File: config.mk
export PLATFORM = sky130hd
export DESIGN_NAME = esi_irq_unit
export DESIGN_NICKNAME = d
export VERILOG_FILES = /design/src/esi_pkg.sv /design/src/esi_pin_sync.sv /design/src/esi_first_set.sv /design/src/esi_irq_unit.sv
export SDC_FILE = /design/constraint.sdc
export NUM_CORES = 1
export LEC_CHECK = 0
export ABC_AREA = 1
export BUFFER_PORTS_ARGS = -buffer_cell sky130_fd_sc_hd__buf_4
export CELL_PAD_IN_SITES_DETAIL_PLACEMENT = 1
export CELL_PAD_IN_SITES_GLOBAL_PLACEMENT = 1
export CORE_MARGIN = 2
export CORE_UTILIZATION = 37
export DETAILED_ROUTE_END_ITERATION = 16
export GPL_TIMING_DRIVEN = 0
export PLACE_DENSITY_LB_ADDON = 0.3
export SYNTH_ARGS = -nofsm -noshare
export SYNTH_HDL_FRONTEND = slang
export SYNTH_SLANG_ARGS = --single-unit
export TNS_END_PERCENT = 1
File: constraint.sdc
create_clock -name mclk -period 2.7 [get_ports mclk]
set_input_delay 0.54 -clock mclk [delete_from_list [all_inputs] [get_ports mclk]]
set_output_delay 0.54 -clock mclk [all_outputs]
set_load 0.01 [all_outputs]
File: src/esi_pkg.sv
// constants, field layouts and carrier types of the eight source interrupt unit
//
// Overview of operation
// - lines c and d mirror lines a and b: type, pending, enable, priority.
// - extra_irq_control_reg sits at address c0h and is bit addressable.
// - a bit set at bit address c2h sets line_c_enable_bit, bit 2.
// - line_d_priority_bit set puts line d at high level, else low.
// - line d requests service only while line_d_enable_bit is set.
// - line d is falling-edge triggered with type bit set, low-level when clear.
// - line_c_priority_bit set puts line c at high level, else low.
// - line c requests service only while line_c_enable_bit is set.
// - line c is falling-edge triggered with type bit set, low-level when clear.
// - line a vectors to 03h, rank 0, enable bit 0, type control bit 0.
// - line b vectors to 13h, rank 2, enable bit 2, type control bit 2.
// - line c vectors to 33h, rank 6, enable bit 2, type bit 0.
// - line d vectors to 3bh, rank 7, enable bit 6, type bit 4.
// - enabled level-mode line a or b wakes power-down; any enabled request ends idle.
package esi_pkg;

   // ----------------------------------------------------------------
   // register addresses
   // ----------------------------------------------------------------
   localparam logic [7:0] TIMER_AND_EXT_IRQ_CONTROL_ADDR  = 8'h88;
   localparam logic [7:0] IE_ADDR    = 8'ha8;
   localparam logic [7:0] IP_ADDR    = 8'hb8;
   localparam logic [7:0] EXTRA_EXT_IRQ_CONTROL_ADDR = 8'hc0;

   // ----------------------------------------------------------------
   // reset values
   // ----------------------------------------------------------------
   localparam logic [7:0] TIMER_AND_EXT_IRQ_CONTROL_RST  = 8'h00;
   localparam logic [7:0] IE_RST    = 8'h00;
   localparam logic [7:0] IP_RST    = 8'h00;
   localparam logic [7:0] EXTRA_EXT_IRQ_CONTROL_RST = 8'h00;

   // ----------------------------------------------------------------
   // field positions
   // ----------------------------------------------------------------
   localparam int TC_TF1 = 7;
   localparam int TC_TF0 = 5;
   localparam int TC_TR0 = 4;
   localparam int TC_IE1 = 3;
   localparam int TC_IT1 = 2;
   localparam int TC_IE0 = 1;
   localparam int TC_IT0 = 0;
   localparam int IE_ALL = 7;
   localparam int XI_PX3 = 7;
   localparam int XI_EX3 = 6;
   localparam int XI_IE3 = 5;
   localparam int XI_IT3 = 4;
   localparam int XI_PX2 = 3;
   localparam int XI_EX2 = 2;
   localparam int XI_IE2 = 1;
   localparam int XI_IT2 = 0;

   // ----------------------------------------------------------------
   // sources by polling rank, and vector layout rank*8 + 3
   // ----------------------------------------------------------------
   localparam int NUM_SRC = 8;
   localparam logic [2:0] SRC_LINE_A = 3'd0;
   localparam logic [2:0] SRC_TMR0   = 3'd1;
   localparam logic [2:0] SRC_LINE_B = 3'd2;
   localparam logic [2:0] SRC_TMR1   = 3'd3;
   localparam logic [2:0] SRC_SERIAL = 3'd4;
   localparam logic [2:0] SRC_TMR2   = 3'd5;
   localparam logic [2:0] SRC_LINE_C = 3'd6;
   localparam logic [2:0] SRC_LINE_D = 3'd7;
   localparam logic [2:0] VEC_LOW    = 3'b011;

   // ----------------------------------------------------------------
   // carrier types
   // ----------------------------------------------------------------
   typedef struct packed {
      logic       rd;
      logic       wr;
      logic       bit_wr;
      logic       bit_val;
      logic [7:0] addr;
      logic [7:0] wdata;
   } esi_sfr_req_t;

   typedef struct packed {
      logic       ack;
      logic       reti;
   } esi_core_ev_t;

endpackage

File: src/esi_pin_sync.sv
// three stage pin synchroniser with agreement filter and falling edge pulse
`timescale 1ns/1ps
module esi_pin_sync #(
   parameter int N = 4
) (
   input  wire logic         mclk,
   input  wire logic         rst,
   input  wire logic [N-1:0] pin,
   output logic      [N-1:0] level,
   output logic      [N-1:0] fall
);
   logic [N-1:0] s1_reg, s2_reg, s3_reg, lvl_reg, fall_reg;
   logic [N-1:0] lvl_next, fall_next;

   for (genvar i = 0; i < N; i++) begin : g_bit
      always_comb begin
         lvl_next[i]  = (s2_reg[i] == s3_reg[i]) ? s3_reg[i] : lvl_reg[i];
         fall_next[i] = lvl_reg[i] & ~lvl_next[i];
      end
   end

   always_ff @(posedge mclk or posedge rst) begin
      if (rst) begin
         s1_reg   <= '1;
         s2_reg   <= '1;
         s3_reg   <= '1;
         lvl_reg  <= '1;
         fall_reg <= '0;
      end else begin
         s1_reg   <= pin;
         s2_reg   <= s1_reg;
         s3_reg   <= s2_reg;
         lvl_reg  <= lvl_next;
         fall_reg <= fall_next;
      end
   end

   assign level = lvl_reg;
   assign fall  = fall_reg;
endmodule

File: src/esi_first_set.sv
// finds the lowest set index of a request vector
`timescale 1ns/1ps
module esi_first_set #(
   parameter int N = 8,
   parameter int W = 3
) (
   input  wire logic [N-1:0] req,
   output logic              valid,
   output logic      [W-1:0] idx
);
   always_comb begin
      valid = 1'b0;
      idx   = '0;
      for (int i = N - 1; i >= 0; i--) begin
         if (req[i]) begin
            valid = 1'b1;
            idx   = W'(i);
         end
      end
   end
endmodule

File: src/esi_irq_unit.sv
// two level, eight source interrupt unit with its four control registers
`timescale 1ns/1ps
module esi_irq_unit
   import esi_pkg::*;
(
   input  wire logic                 mclk,
   input  wire logic                 rst,
   input  wire esi_pkg::esi_sfr_req_t sfr_req,
   output logic                [7:0] sfr_rdata,
   input  wire esi_pkg::esi_core_ev_t core_ev,
   output logic                      irq_req,
   output logic                [7:0] irq_vector,
   input  wire logic                 ext_request_line_a_n,
   input  wire logic                 ext_request_line_b_n,
   input  wire logic                 ext_request_line_c_n,
   input  wire logic                 ext_request_line_d_n,
   input  wire logic                 timer0_ovf,
   input  wire logic                 timer1_ovf,
   input  wire logic                 serial_req,
   input  wire logic                 timer2_req,
   output logic                [1:0] timer_run,
   output logic                      pd_wake,
   output logic                      idle_wake
);
   import esi_pkg::*;

   // ----------------------------------------------------------------
   // pin synchronisers, lines a..d on bits 0..3
   // ----------------------------------------------------------------
   logic [3:0] lvl, fall;

   esi_pin_sync #(.N(4)) u_sync (
      .mclk  (mclk),
      .rst   (rst),
      .pin   ({ext_request_line_d_n, ext_request_line_c_n,
               ext_request_line_b_n, ext_request_line_a_n}),
      .level (lvl),
      .fall  (fall)
   );

   // ----------------------------------------------------------------
   // register state
   // ----------------------------------------------------------------
   logic [7:0] timer_and_ext_irq_control_reg, timer_and_ext_irq_control_next;
   logic [7:0] ie_reg, ie_next;
   logic [7:0] ip_reg, ip_next;
   logic [7:0] extra_ext_irq_control_reg, extra_ext_irq_control_next;
   logic [7:0] rdata_reg, rdata_next;
   logic       req_reg, req_next;
   logic       hi_reg, hi_next;
   logic [2:0] idx_reg, idx_next;
   logic       hi_busy_reg, hi_busy_next;
   logic       lo_busy_reg, lo_busy_next;
   logic       pdw_reg, pdw_next;
   logic       idw_reg, idw_next;

   // byte write, or bit write addressed into the byte at off
   function automatic logic [7:0] sw_upd(input logic [7:0] cur, input logic [7:0] off,
                                         input esi_sfr_req_t q);
      logic [7:0] v;
      v = cur;
      if (q.wr && q.addr == off)
         v = q.wdata;
      if (q.bit_wr && {q.addr[7:3], 3'b000} == off)
         v[q.addr[2:0]] = q.bit_val;
      return v;
   endfunction

   // ----------------------------------------------------------------
   // source vector, enables and priorities by polling rank
   // ----------------------------------------------------------------
   logic [7:0] pend, en, prio, cand_hi, cand_lo;
   logic       hv, lv;
   logic [2:0] hidx, lidx;

   always_comb begin
      pend = {extra_ext_irq_control_reg[XI_IE3], extra_ext_irq_control_reg[XI_IE2], timer2_req, serial_req,
              timer_and_ext_irq_control_reg[TC_TF1], timer_and_ext_irq_control_reg[TC_IE1], timer_and_ext_irq_control_reg[TC_TF0], timer_and_ext_irq_control_reg[TC_IE0]};
      en   = {extra_ext_irq_control_reg[XI_EX3], extra_ext_irq_control_reg[XI_EX2], ie_reg[5:0]};
      prio = {extra_ext_irq_control_reg[XI_PX3], extra_ext_irq_control_reg[XI_PX2], ip_reg[5:0]};
      cand_hi = pend & en & prio & {8{ie_reg[IE_ALL]}};
      cand_lo = pend & en & ~prio & {8{ie_reg[IE_ALL]}};
   end

   esi_first_set #(.N(NUM_SRC), .W(3)) u_hi (
      .req   (cand_hi),
      .valid (hv),
      .idx   (hidx)
   );

   esi_first_set #(.N(NUM_SRC), .W(3)) u_lo (
      .req   (cand_lo),
      .valid (lv),
      .idx   (lidx)
   );

   // ----------------------------------------------------------------
   // register file next state
   // ----------------------------------------------------------------
   logic [3:0] ack_src;

   always_comb begin
      ack_src = '0;
      if (core_ev.ack && req_reg) begin
         case (idx_reg)
            SRC_LINE_A: ack_src[0] = 1'b1;
            SRC_LINE_B: ack_src[1] = 1'b1;
            SRC_LINE_C: ack_src[2] = 1'b1;
            SRC_LINE_D: ack_src[3] = 1'b1;
            default:    ack_src    = '0;
         endcase
      end
      ie_next = sw_upd(ie_reg, IE_ADDR, sfr_req);
      ip_next = sw_upd(ip_reg, IP_ADDR, sfr_req);

      timer_and_ext_irq_control_next = sw_upd(timer_and_ext_irq_control_reg, TIMER_AND_EXT_IRQ_CONTROL_ADDR, sfr_req);
      // timer flags: cleared on service, a new overflow wins
      if (core_ev.ack && req_reg && idx_reg == SRC_TMR0)
         timer_and_ext_irq_control_next[TC_TF0] = 1'b0;
      if (core_ev.ack && req_reg && idx_reg == SRC_TMR1)
         timer_and_ext_irq_control_next[TC_TF1] = 1'b0;
      if (timer0_ovf)
         timer_and_ext_irq_control_next[TC_TF0] = 1'b1;
      if (timer1_ovf)
         timer_and_ext_irq_control_next[TC_TF1] = 1'b1;
      // line a and b flags: edge latched, or following the level
      if (timer_and_ext_irq_control_reg[TC_IT0]) begin
         if (ack_src[0])
            timer_and_ext_irq_control_next[TC_IE0] = 1'b0;
         if (fall[0])
            timer_and_ext_irq_control_next[TC_IE0] = 1'b1;
      end else begin
         timer_and_ext_irq_control_next[TC_IE0] = ~lvl[0];
      end
      if (timer_and_ext_irq_control_reg[TC_IT1]) begin
         if (ack_src[1])
            timer_and_ext_irq_control_next[TC_IE1] = 1'b0;
         if (fall[1])
            timer_and_ext_irq_control_next[TC_IE1] = 1'b1;
      end else begin
         timer_and_ext_irq_control_next[TC_IE1] = ~lvl[1];
      end

      extra_ext_irq_control_next = sw_upd(extra_ext_irq_control_reg, EXTRA_EXT_IRQ_CONTROL_ADDR, sfr_req);
      // lines c and d mirror lines a and b
      if (extra_ext_irq_control_reg[XI_IT2]) begin
         if (ack_src[2])
            extra_ext_irq_control_next[XI_IE2] = 1'b0;
         if (fall[2])
            extra_ext_irq_control_next[XI_IE2] = 1'b1;
      end else begin
         extra_ext_irq_control_next[XI_IE2] = ~lvl[2];
      end
      if (extra_ext_irq_control_reg[XI_IT3]) begin
         if (ack_src[3])
            extra_ext_irq_control_next[XI_IE3] = 1'b0;
         if (fall[3])
            extra_ext_irq_control_next[XI_IE3] = 1'b1;
      end else begin
         extra_ext_irq_control_next[XI_IE3] = ~lvl[3];
      end

      rdata_next = rdata_reg;
      if (sfr_req.rd) begin
         case (sfr_req.addr)
            TIMER_AND_EXT_IRQ_CONTROL_ADDR:  rdata_next = timer_and_ext_irq_control_reg;
            IE_ADDR:    rdata_next = ie_reg;
            IP_ADDR:    rdata_next = ip_reg;
            EXTRA_EXT_IRQ_CONTROL_ADDR: rdata_next = extra_ext_irq_control_reg;
            default:    rdata_next = 8'h00;
         endcase
      end
   end

   // ----------------------------------------------------------------
   // arbitration and in-service levels
   // ----------------------------------------------------------------
   always_comb begin
      req_next     = 1'b0;
      hi_next      = hi_reg;
      idx_next     = idx_reg;
      hi_busy_next = hi_busy_reg;
      lo_busy_next = lo_busy_reg;
      if (core_ev.reti) begin
         if (hi_busy_reg)
            hi_busy_next = 1'b0;
         else
            lo_busy_next = 1'b0;
      end
      if (core_ev.ack && req_reg) begin
         if (hi_reg)
            hi_busy_next = 1'b1;
         else
            lo_busy_next = 1'b1;
      end else if (hv && !hi_busy_reg) begin
         req_next = 1'b1;
         hi_next  = 1'b1;
         idx_next = hidx;
      end else if (lv && !hi_busy_reg && !lo_busy_reg) begin
         req_next = 1'b1;
         hi_next  = 1'b0;
         idx_next = lidx;
      end
      pdw_next = (ie_reg[0] && !timer_and_ext_irq_control_reg[TC_IT0] && !lvl[0]) ||
                 (ie_reg[2] && !timer_and_ext_irq_control_reg[TC_IT1] && !lvl[1]);
      idw_next = hv || lv;
   end

   always_ff @(posedge mclk or posedge rst) begin
      if (rst) begin
         timer_and_ext_irq_control_reg    <= TIMER_AND_EXT_IRQ_CONTROL_RST;
         ie_reg      <= IE_RST;
         ip_reg      <= IP_RST;
         extra_ext_irq_control_reg   <= EXTRA_EXT_IRQ_CONTROL_RST;
         rdata_reg   <= 8'h00;
         req_reg     <= 1'b0;
         hi_reg      <= 1'b0;
         idx_reg     <= 3'h0;
         hi_busy_reg <= 1'b0;
         lo_busy_reg <= 1'b0;
         pdw_reg     <= 1'b0;
         idw_reg     <= 1'b0;
      end else begin
         timer_and_ext_irq_control_reg    <= timer_and_ext_irq_control_next;
         ie_reg      <= ie_next;
         ip_reg      <= ip_next;
         extra_ext_irq_control_reg   <= extra_ext_irq_control_next;
         rdata_reg   <= rdata_next;
         req_reg     <= req_next;
         hi_reg      <= hi_next;
         idx_reg     <= idx_next;
         hi_busy_reg <= hi_busy_next;
         lo_busy_reg <= lo_busy_next;
         pdw_reg     <= pdw_next;
         idw_reg     <= idw_next;
      end
   end

   assign sfr_rdata  = rdata_reg;
   assign irq_req    = req_reg;
   assign irq_vector = {2'b00, idx_reg, VEC_LOW};
   assign timer_run  = {timer_and_ext_irq_control_reg[6], timer_and_ext_irq_control_reg[TC_TR0]};
   assign pd_wake    = pdw_reg;
   assign idle_wake  = idw_reg;

   // ----------------------------------------------------------------
   // assertions
   // ----------------------------------------------------------------
   line_d_gate_a: assert property (@(posedge mclk) disable iff (rst)
      irq_req && idx_reg == SRC_LINE_D |-> $past(extra_ext_irq_control_reg[XI_EX3]))
      else $error("line d requested while disabled");

   line_c_gate_a: assert property (@(posedge mclk) disable iff (rst)
      irq_req && idx_reg == SRC_LINE_C |-> $past(extra_ext_irq_control_reg[XI_EX2]))
      else $error("line c requested while disabled");

   line_d_level_a: assert property (@(posedge mclk) disable iff (rst)
      irq_req && idx_reg == SRC_LINE_D && !$past(irq_req)
      |-> hi_reg == $past(extra_ext_irq_control_reg[XI_PX3]))
      else $error("line d served at wrong level");

   line_c_level_a: assert property (@(posedge mclk) disable iff (rst)
      irq_req && idx_reg == SRC_LINE_C && !$past(irq_req)
      |-> hi_reg == $past(extra_ext_irq_control_reg[XI_PX2]))
      else $error("line c served at wrong level");

   d_edge_set_a: assert property (@(posedge mclk) disable iff (rst)
      extra_ext_irq_control_reg[XI_IT3] && fall[3] |=> extra_ext_irq_control_reg[XI_IE3])
      else $error("line d edge not latched");

   c_edge_set_a: assert property (@(posedge mclk) disable iff (rst)
      extra_ext_irq_control_reg[XI_IT2] && fall[2] |=> extra_ext_irq_control_reg[XI_IE2])
      else $error("line c edge not latched");

   d_service_clr_a: assert property (@(posedge mclk) disable iff (rst)
      core_ev.ack && irq_req && idx_reg == SRC_LINE_D && extra_ext_irq_control_reg[XI_IT3] && !fall[3]
      && !sfr_req.wr && !sfr_req.bit_wr |=> !extra_ext_irq_control_reg[XI_IE3])
      else $error("line d flag kept after service");

   c_level_follow_a: assert property (@(posedge mclk) disable iff (rst)
      !extra_ext_irq_control_reg[XI_IT2] |=> extra_ext_irq_control_reg[XI_IE2] == !$past(lvl[2]))
      else $error("line c level flag wrong");

   d_level_follow_a: assert property (@(posedge mclk) disable iff (rst)
      !extra_ext_irq_control_reg[XI_IT3] |=> extra_ext_irq_control_reg[XI_IE3] == !$past(lvl[3]))
      else $error("line d level flag wrong");

   vector_map_a: assert property (@(posedge mclk) disable iff (rst)
      irq_req |-> irq_vector == {2'b00, idx_reg, 3'b011} && irq_vector[2:0] == 3'h3)
      else $error("vector not rank times eight plus three");

   hi_block_a: assert property (@(posedge mclk) disable iff (rst)
      $past(hi_busy_reg) && $past(hi_busy_next) |-> !irq_req)
      else $error("request raised during high handler");

   hi_first_a: assert property (@(posedge mclk) disable iff (rst)
      irq_req && !$past(irq_req) && $past(hv) |-> hi_reg && idx_reg == $past(hidx))
      else $error("low request beat a high one");

   bit_set_a: assert property (@(posedge mclk) disable iff (rst)
      sfr_req.bit_wr && sfr_req.addr == 8'hc2 && sfr_req.bit_val |=> extra_ext_irq_control_reg[XI_EX2])
      else $error("bit set at c2h missed enable");

   pd_wake_a: assert property (@(posedge mclk) disable iff (rst)
      ie_reg[0] && !timer_and_ext_irq_control_reg[TC_IT0] && !lvl[0] |=> pd_wake)
      else $error("power-down wake missing");
endmodule

==> flow_summary.json, run 1 <==
{
  "clk_pin_slew_worst_paths_ps": 80,
  "num-fill-cells": 1318,
  "setup_ws_ps": 1000,
  "diodes": 0,
  "cap_violations": 0,
  "setup.worst_path.start_class": "input port",
  "post-route-util_pct": 45.22,
  "std_cell_rows": 37,
  "hold_path.class": "in -> reg",
  "peakVddDrop_v": 0.0002555,
  "root_buffer": "clkbuf_8",
  "hold_ws_ps": 277.2,
  "yosysSeqAreaShare_pct": 45.16,
  "fin_area_um2": 4627,
  "clk_path_buf_depth": 2,
  "start_util_pct": 37.80,
  "status": "finished clean",
  "viasPerCell": 5.284,
  "ctsResizeCount": 0,
  "cts_tree": "done",
  "clkLatencyLatePin_ps": 370,
  "area_delta_synth_final_pct": 19.64,
  "grt-ovfl-total": 0,
  "syn_area_per_cell_um2": 7.628,
  "final_nets": 599,
  "io_pins": 53,
  "cts_buffers": 9,
  "grt_max_degree": 70,
  "grt_pass1_vias": 3922,
  "cp_max_fo": 7,
  "period_needed_ps": 1700,
  "grt.total_usage_pct": 24.17,
  "numClockSinks": 69,
  "wl_um": 12710,
  "tightest_slew_ps": 842.0,
  "dieWidth_um": 106.2,
  "antenna_found_initial": 0,
  "drc": 0,
  "ys_top_cells_by_area": "dfrtp_1 (34%), nand2_1 (12%), dfstp_2 (11%), inv_1 (7.1%), o22ai_1 (5.8%)",
  "place.gp.congestion": 0.9682,
  "via_count": 3741,
  "wl_per_cell_um": 17.95,
  "design.core.area_um2": 10230,
  "yosysTopAreaCell": "dfrtp_1",
  "drtIter0Drc": 228,
  "max_freq_ghz": 0.5884,
  "io_buffers": 46,
  "hold_buffers": 0,
  "slew_headroom_pct": 43.87,
  "worst_setup_path_end_kind": "flop",
  "grt_pass1_wl_um": 20730,
  "dp_slack_ps": 606.9,
  "die_h_um": 106.2,
  "fin_crit_sh_pct": 62.95,
  "placed_cell_area_um2": 4397,
  "setup_violations": 0,
  "fin_worst_skew_ps": 13.08,
  "yosys_warnings": 0,
  "cellLeakagePower_nw": 2.304,
  "htree_levels": 3,
  "power_density_nw_per_um2": 651.4,
  "path_class": "in -> reg",
  "fin_setup_tns_ps": 0,
  "syn_inst": 507,
  "rsz0062_at_grt": "no",
  "post_synth_instance_area_um2": 3867,
  "first_pass_iters": 4,
  "drive_gt1_share_pct": 20.45,
  "arrival_ps": 1930,
  "hold_viol": 0,
  "yosysUniqueCellTypes": 32,
  "ant_nets": 0,
  "synth_top_area_share_pct": 34.29,
  "post_cts_buffers": 0,
  "place_hpwl_um": 9710,
  "required_ps": 2930,
  "die_area_um2": 11290,
  "maxSlewViolCount": 0,
  "synth_seq_cells": 69
}
[kinds of logic (layout without fill, tap and decap cells)]
kind of cell    Yosys count  after routing  synth area share (%)
compound gates           98             98                 14.72
fa+ha+maj                 4              4                 1.035
buf+inv                  98            160                 10.93
flops                    69             69                 45.16
other cells               2              5                0.1942
simple gates            236            236                 27.95
[layout by cell type (no fill, tap or decap)]
cell type and instances:
nand3_1 30, nor2_1 41, inv_4 2, buf_6 3
nor2_4 3, maj3_1 4, conb_1 5, nor2_2 3
clkinv_4 2, inv_8 1, bufinv_16 2, buf_4 53
o221ai_1 3, inv_1 72, clkinv_1 1, inv_2 8
nor3_1 7, clkbuf_1 2, nand3b_1 2, nand2_1 122
clkbuf_8 9, a21oi_1 5, o22ai_1 36, o21bai_1 2
nand3_4 2, o21ai_1 11, nand3_2 3, nor3_2 2
a22oi_1 5, inv_6 2, dfstp_2 16, dfrtp_1 53
o211ai_1 2, nand4_1 18, o21ai_0 34, buf_2 3
nand2_2 3
[synthesized netlist by cell type]
master,n
maj3_1,4
inv_2,8
nor3_2,2
dfstp_2,16
nand3_1,30
nand3_2,3
nand4_1,18
clkbuf_1,2
nor2_1,41
o21ai_0,34
buf_4,7
nand2_1,122
inv_1,73
nor2_2,3
a22oi_1,5
buf_2,3
o211ai_1,2
inv_4,1
nor3_1,7
dfrtp_1,53
nand3b_1,2
o221ai_1,3
o22ai_1,36
o21ai_1,11
nor2_4,3
nand2_2,3
buf_6,3
o21bai_1,2
clkinv_1,1
nand3_4,2
a21oi_1,5
conb_1,2
[worst max-delay path, cell delays in order]
cell and delay [ps]:
buf_4 120, nor2_1 140, nand2_1 80, nor3_2 430, inv_1 280, o221ai_1 200
o21ai_0 130
[cell type report]
cell class              instances  area [µm²]  area share (%)
clock inverters                 7       106.4           2.299
well taps                     136       170.2           3.678
flip-flops and latches         69        1747           37.75
repair buffers                 46       345.3           7.463
multi-input cells             343        1709           36.94
inverters                      83       316.6           6.842
clock buffers                   9       123.9           2.677
plain buffers                  15       108.9           2.353
[metal layers]
layer	vias to the layer above	track usage (%)	wire length (µm)
met5	-	0	0
met4	0	9.117	297
met3	24	3.311	549
met2	83	38.78	5972
met1	1844	33.23	5886
li1	1790	-	-
[report_power, final]
group | total [W] | switching (W) | internal, W
logic | 0.000704 | 0.000450 | 0.000254
clock network | 0.00101 | 0.000471 | 0.000536
registers | 0.00130 | 0.000119 | 0.00118
total | 0.00301 | 0.00104 | 0.00197
[stage by stage]
stage | power, W | cells
after detailed placement | 0.002023 | 692
after global placement | 0.001989 | 692
after global routing | 0.003180 | 708
final | 0.003014 | 708
after floorplan | 0.001732 | 510
after CTS | 0.003036 | 708
[final timing paths]
| check | from | endpoint | slack [ps] | depth (start not counted) |
|---|---|---|---|---|
| setup / recovery | sfr_req[14] | timer_and_ext_irq_control_reg[2] | 1000 | 7 |
| max in group asynchronous | rst | ie_reg[3] | 1800 | 2 |
| hold / removal | ext_request_line_a_n | u_sync.s1_reg[0] | 280 | 1 |
| setup reg to reg | ie_reg[7] | idx_reg[1] | 1020 | 11 |
| min in group asynchronous | rst | timer_and_ext_irq_control_reg[1] | 350 | 2 |
| hold reg to reg | u_sync.s1_reg[2] | u_sync.s2_reg[2] | 360 | 0 |
Note: power is estimated with default switching activity, not from simulation.
==> inputs of run 2 (changes only) <==
==> constraint.sdc (replaced) <==
create_clock -name mclk -period 1.39 [get_ports mclk]
set_input_delay 0.278 -clock mclk [delete_from_list [all_inputs] [get_ports mclk]]
set_output_delay 0.278 -clock mclk [all_outputs]
set_load 0.01 [all_outputs]
==> flow_summary.json, run 2 (synthesized netlist as in run 1, its figures left out) <==
{
  "tightest_slew_ps": 582.7,
  "grt.total_usage_pct": 24.74,
  "hold_path.class": "in -> reg",
  "combinationalPowerShare_pct": 27.1,
  "p_int_w": 0.003984,
  "wl_met1_um": 5933,
  "first_pass_iters": 5,
  "min_to": "u_sync.s1_reg[0]",
  "power_density_nw_per_um2": 1269,
  "die_area_um2": 11290,
  "wl_met3_um": 650,
  "clk_pin_slew_worst_paths_ps": 90,
  "worst_setup_path_end_kind": "flop",
  "start_util_pct": 37.80,
  "wl_met2_um": 6798,
  "total_power_w": 0.006160,
  "setup_violations": 6,
  "power_frac_seq_pct": 41.3,
  "wl_per_cell_um": 18.96,
  "wl_um": 13670,
  "drtIter0Drc": 224,
  "arrival_ps": 1860,
  "grt_max_degree": 28,
  "layout_commonest_cell": "nand2_1",
  "fin_crit_sh_pct": 115.6,
  "htree_levels": 3,
  "hold_depth": 1,
  "area_delta_synth_final_pct": 25.53,
  "ant_nets": 0,
  "r2r_start": "ie_reg[7]",
  "hold_viol": 0,
  "setup_ws_ps": -216.3,
  "via_count": 3900,
  "r2r_cells": 11,
  "viasPerCell": 5.409,
  "grt-ovfl-total": 0,
  "numClockSinks": 69,
  "hold_ws_ps": 20.88,
  "maxSlewViolCount": 0,
  "grt_pass1_vias": 4046,
  "post-route-util_pct": 47.45,
  "r2r-end": "idx_reg[0]",
  "final_nets": 612,
  "io_pins": 53,
  "setup.worst_path.start_class": "flop",
  "clk_path_buf_depth": 2,
  "fin_setup_tns_ps": -1006,
  "drc": 0,
  "cp_max_fo": 5,
  "min_from": "ext_request_line_a_n",
  "period_needed_ps": 1606,
  "diodes": 0,
  "root_buffer": "clkbuf_8",
  "drive_gt1_share_pct": 25.81,
  "violations": "negative setup slack",
  "maxUsedRoutingLayer": "met4",
  "slew_headroom_pct": 61.15,
  "cts_buffers": 9,
  "std_cell_rows": 37,
  "place_hpwl_um": 10320,
  "fin_worst_skew_ps": 13.66,
  "power_switching_w": 0.002175,
  "max_freq_ghz": 0.6225,
  "cts_tree": "done",
  "cellLeakagePower_nw": 2.388,
  "required_ps": 1640,
  "design.core.area_um2": 10230,
  "dieWidth_um": 106.2,
  "grt_pass1_wl_um": 21090,
  "clkLatencyLatePin_ps": 360,
  "mostFrequentLayoutCells": "nand2_1 (110), inv_1 (70), buf_4 (63)",
  "path_class": "reg -> reg",
  "reg2reg_slack_ps": -220,
  "die_h_um": 106.2,
  "peakVddDrop_v": 0.0005882,
  "place.gp.congestion": 0.9915,
  "status": "finished with violations",
  "dp_slack_ps": -383.7,
  "cap_violations": 0,
  "p_sw_share_pct": 35.31,
  "rsz0062_at_grt": "yes",
  "p_clk_share_pct": 31.6,
  "io_buffers": 46,
  "antenna_found_initial": 0
}
==> run 2: cell types whose count changed in the layout (fill, tap and decap cells not counted), moves of 3 or more <==
cell	delta
nand2_1	-12
buf_4	+10
nor2_4	+3
o21ai_0	-4
nor2_1	-4
nand2_2	+10
==> run 2: worst max path at each step <==
stage	to	slack (ps)	from
2_1_floorplan	idx_reg[0]	20	ie_reg[7]
3_3_place_gp	timer_and_ext_irq_control_reg[2]	-370	sfr_req[14]
3_5_place_dp	ie_reg[5]	-380	sfr_req[8]
4_1_cts	idx_reg[1]	-180	ie_reg[7]
5_1_grt	hi_reg	-300	ie_reg[7]
6_report	idx_reg[0]	-220	ie_reg[7]
==> run 2: worst max-delay path, cell delays in order (launching register included) <==
cell	delay, ps
dfrtp_2	450
buf_6	150
nand4_1	150
nand2_2	110
nor2_4	130
nand2_2	60
nand2_2	90
inv_2	70
nand2_4	100
nand2_4	80
nand2_2	60
nand2_1	50
==> run 2: layout make-up <==
type	instances	area (µm²)
Fill cell	1312	5376
Multi-Input combinational cell	343	1793
Sequential cell	69	1748
Timing Repair Buffer	59	478.0
Inverter	83	320.3
Tap cell	136	170.2
Clock buffer	9	123.9
Buffer	15	115.1
Clock inverter	7	106.4
==> run 2: timing repair <==
item                                    CTS  global route
hold buffers                              1             0
buffers inserted                          6             3
gates resized for setup                   9            27
cloned                                    1             0
endpoints found under the hold margin    14             0
endpoints found under the setup margin    5            32
pin swaps                                 5            11
==> run 2: routing by layer <==
layer / up-vias / global-route usage (%)
met5: - / 0
met4: 0 / 8.741
met3: 20 / 3.924
met2: 125 / 41.62
met1: 1938 / 32.28
li1: 1817 / -
==> run 2: through the flow <==
| stage | cell area [µm²] | std cells |
|---|---|---|
| 3_3_place_gp | 4398 | 692 |
| 5_1_grt | 4855 | 721 |
| 3_5_place_dp | 4446 | 694 |
| 6_report | 4855 | 721 |
| 2_1_floorplan | 3882 | 510 |
| 4_1_cts | 4761 | 718 |
==> run 2: power by group through the flow <==
stage          Clock, W  Sequential, W  Combinational (W)
2_1_floorplan         0        0.00252           0.000847
3_3_place_gp          0        0.00255            0.00132
3_5_place_dp          0        0.00257            0.00140
4_1_cts         0.00198        0.00254            0.00154
5_1_grt         0.00207        0.00257            0.00184
6_report        0.00194        0.00254            0.00167
==> inputs of run 3 (changes only) <==
--- a/config.mk
+++ b/config.mk
@@ -6,14 +6,15 @@
 export NUM_CORES = 1
 export LEC_CHECK = 0
 export ABC_AREA = 1
-export BUFFER_PORTS_ARGS = -buffer_cell sky130_fd_sc_hd__buf_4
 export CELL_PAD_IN_SITES_DETAIL_PLACEMENT = 1
 export CELL_PAD_IN_SITES_GLOBAL_PLACEMENT = 1
 export CORE_MARGIN = 2
 export CORE_UTILIZATION = 37
 export DETAILED_ROUTE_END_ITERATION = 16
+export DONT_BUFFER_PORTS = 1
 export GPL_TIMING_DRIVEN = 0
 export PLACE_DENSITY_LB_ADDON = 0.3
+export SETUP_SLACK_MARGIN = 0.2
 export SYNTH_ARGS = -nofsm -noshare
 export SYNTH_HDL_FRONTEND = slang
 export SYNTH_SLANG_ARGS = --single-unit
==> flow_summary.json, run 3 (synthesized netlist as in run 1, its figures left out) <==
{
  "clk_pin_slew_worst_paths_ps": 80,
  "wl_per_cell_um": 19.21,
  "area_delta_synth_final_pct": 16.34,
  "setup.worst_path.start_class": "flop",
  "slew_headroom_pct": 55.44,
  "crit_slowest_cell": "dfrtp_1",
  "via_count": 3721,
  "io_pins": 53,
  "fin_setup_tns_ps": -660.7,
  "hold_path.class": "in -> reg",
  "grt.total_usage_pct": 23.97,
  "drc": 0,
  "start_util_pct": 37.80,
  "cpMostUsedCell": "nand2_1",
  "cap_violations": 0,
  "grt_pass1_wl_um": 20510,
  "htree_levels": 3,
  "final_nets": 565,
  "power_density_nw_per_um2": 1226,
  "fin_worst_skew_ps": 8.606,
  "numClockSinks": 69,
  "place_hpwl_um": 9625,
  "ant_nets": 0,
  "wl_um": 12950,
  "layout_commonest_cell": "nand2_1",
  "peakVddDrop_v": 0.0006243,
  "rsz0062_at_grt": "yes",
  "required_ps": 1640,
  "tightest_slew_ps": 667.0,
  "mostFrequentLayoutCells": "nand2_1 (115), inv_1 (66), dfrtp_1 (53)",
  "die_area_um2": 11290,
  "crit_family": "simple AND/OR/NAND/NOR gates",
  "violations": "negative setup slack",
  "post-route-util_pct": 43.98,
  "first_pass_iters": 5,
  "period_needed_ps": 1556,
  "hold_viol": 0,
  "fin_crit_sh_pct": 112.0,
  "viasPerCell": 5.521,
  "antenna_found_initial": 0,
  "design.core.area_um2": 10230,
  "place.gp.congestion": 0.9785,
  "cpPeakStageDelay_ps": 410,
  "clk_path_buf_depth": 2,
  "root_buffer": "clkbuf_8",
  "status": "finished with violations",
  "dieWidth_um": 106.2,
  "max_freq_ghz": 0.6426,
  "diodes": 0,
  "crit_chain": "buf_6 > nand4_1 > nand2_1 > nor2_2 > nand2_1 > nand2_2 > inv_2 > nand2_4 > nand2_4 > nand2_1 > nand2_1",
  "dp_slack_ps": -309.6,
  "setup_violations": 5,
  "clkLatencyLatePin_ps": 360,
  "std_cell_rows": 37,
  "io_buffers": 0,
  "cts_buffers": 9,
  "cts_tree": "done",
  "total_power_w": 0.005516,
  "grt_pass1_vias": 3810,
  "path_class": "reg -> reg",
  "arrival_ps": 1810,
  "grt-ovfl-total": 0,
  "grt_max_degree": 42,
  "cp_max_fo": 10,
  "crit_buf_inv": 2,
  "drive_gt1_share_pct": 19.14,
  "worst_setup_path_end_kind": "flop",
  "die_h_um": 106.2,
  "drtIter0Drc": 229,
  "cellLeakagePower_nw": 2.137,
  "maxSlewViolCount": 0,
  "setup_ws_ps": -166.2
}
[run 3: cell count changes in the layout (fill, tap and decap cells not counted), moves of 3 or more]
| cell | change |
|---|---|
| buf_4 | -52 |
| nand2_1 | +5 |
| nand2_2 | -5 |
| inv_1 | -4 |
| nor2_1 | -4 |
| o21ai_1 | +4 |
| dlygate4sd3_1 | +3 |
| inv_6 | +3 |
| nor2_4 | +3 |
[run 3: layer usage]
layer / GRT usage, % / wire length, µm
met5: 0 / 0
met4: 11.09 / 336
met3: 3.863 / 697
met2: 37.50 / 6152
met1: 32.54 / 5763
[run 3: layout make-up]
class                      instances  area (µm²)
buffer                            15       123.9
clock buffer                       9       123.9
clock inverter                     7       62.56
fill                            1287        5732
inverter                          83       335.3
multi-input combinational        343        1819
sequential                        69        1747
tap                              136       170.2
timing repair buffer              12       117.6
[run 3: final timing paths]
| check | slack, ps | end | start | depth (start not counted) |
|---|---|---|---|---|
| worst max-delay path | -170 | idx_reg[0] | ie_reg[7] | 11 |
| worst min-delay path | 20 | hi_busy_reg | core_ev[0] | 1 |
| worst max register to register | -170 | idx_reg[0] | ie_reg[7] | 11 |
| worst min register to register | 360 | u_sync.s2_reg[0] | u_sync.s1_reg[0] | 0 |
| max in group asynchronous | 560 | u_sync.level[0] | rst | 3 |
| min in group asynchronous | 160 | pd_wake | rst | 2 |
[run 3: per-stage QoR]
step / cells / hold WS, ps / area, µm²
after floorplan: 510 / 282.5 / 3882
after global placement: 646 / 282.5 / 4053
after detailed placement: 647 / 269.7 / 4073
after CTS: 673 / 10.68 / 4383
after global routing: 674 / 10.73 / 4499
final: 674 / 24.10 / 4499
[run 3: what timing repair did]
action	CTS	global route
hold buffers	5	0
setup endpoints to repair	21	85
setup buffers	5	1
resized for setup	14	41
pin swaps	8	19
endpoints found under the hold margin	24	0
[run 3: report_power, final]
group          internal [W]  switching, W
Sequential          0.00230      0.000278
Combinational      0.000464      0.000843
Clock              0.000689      0.000943
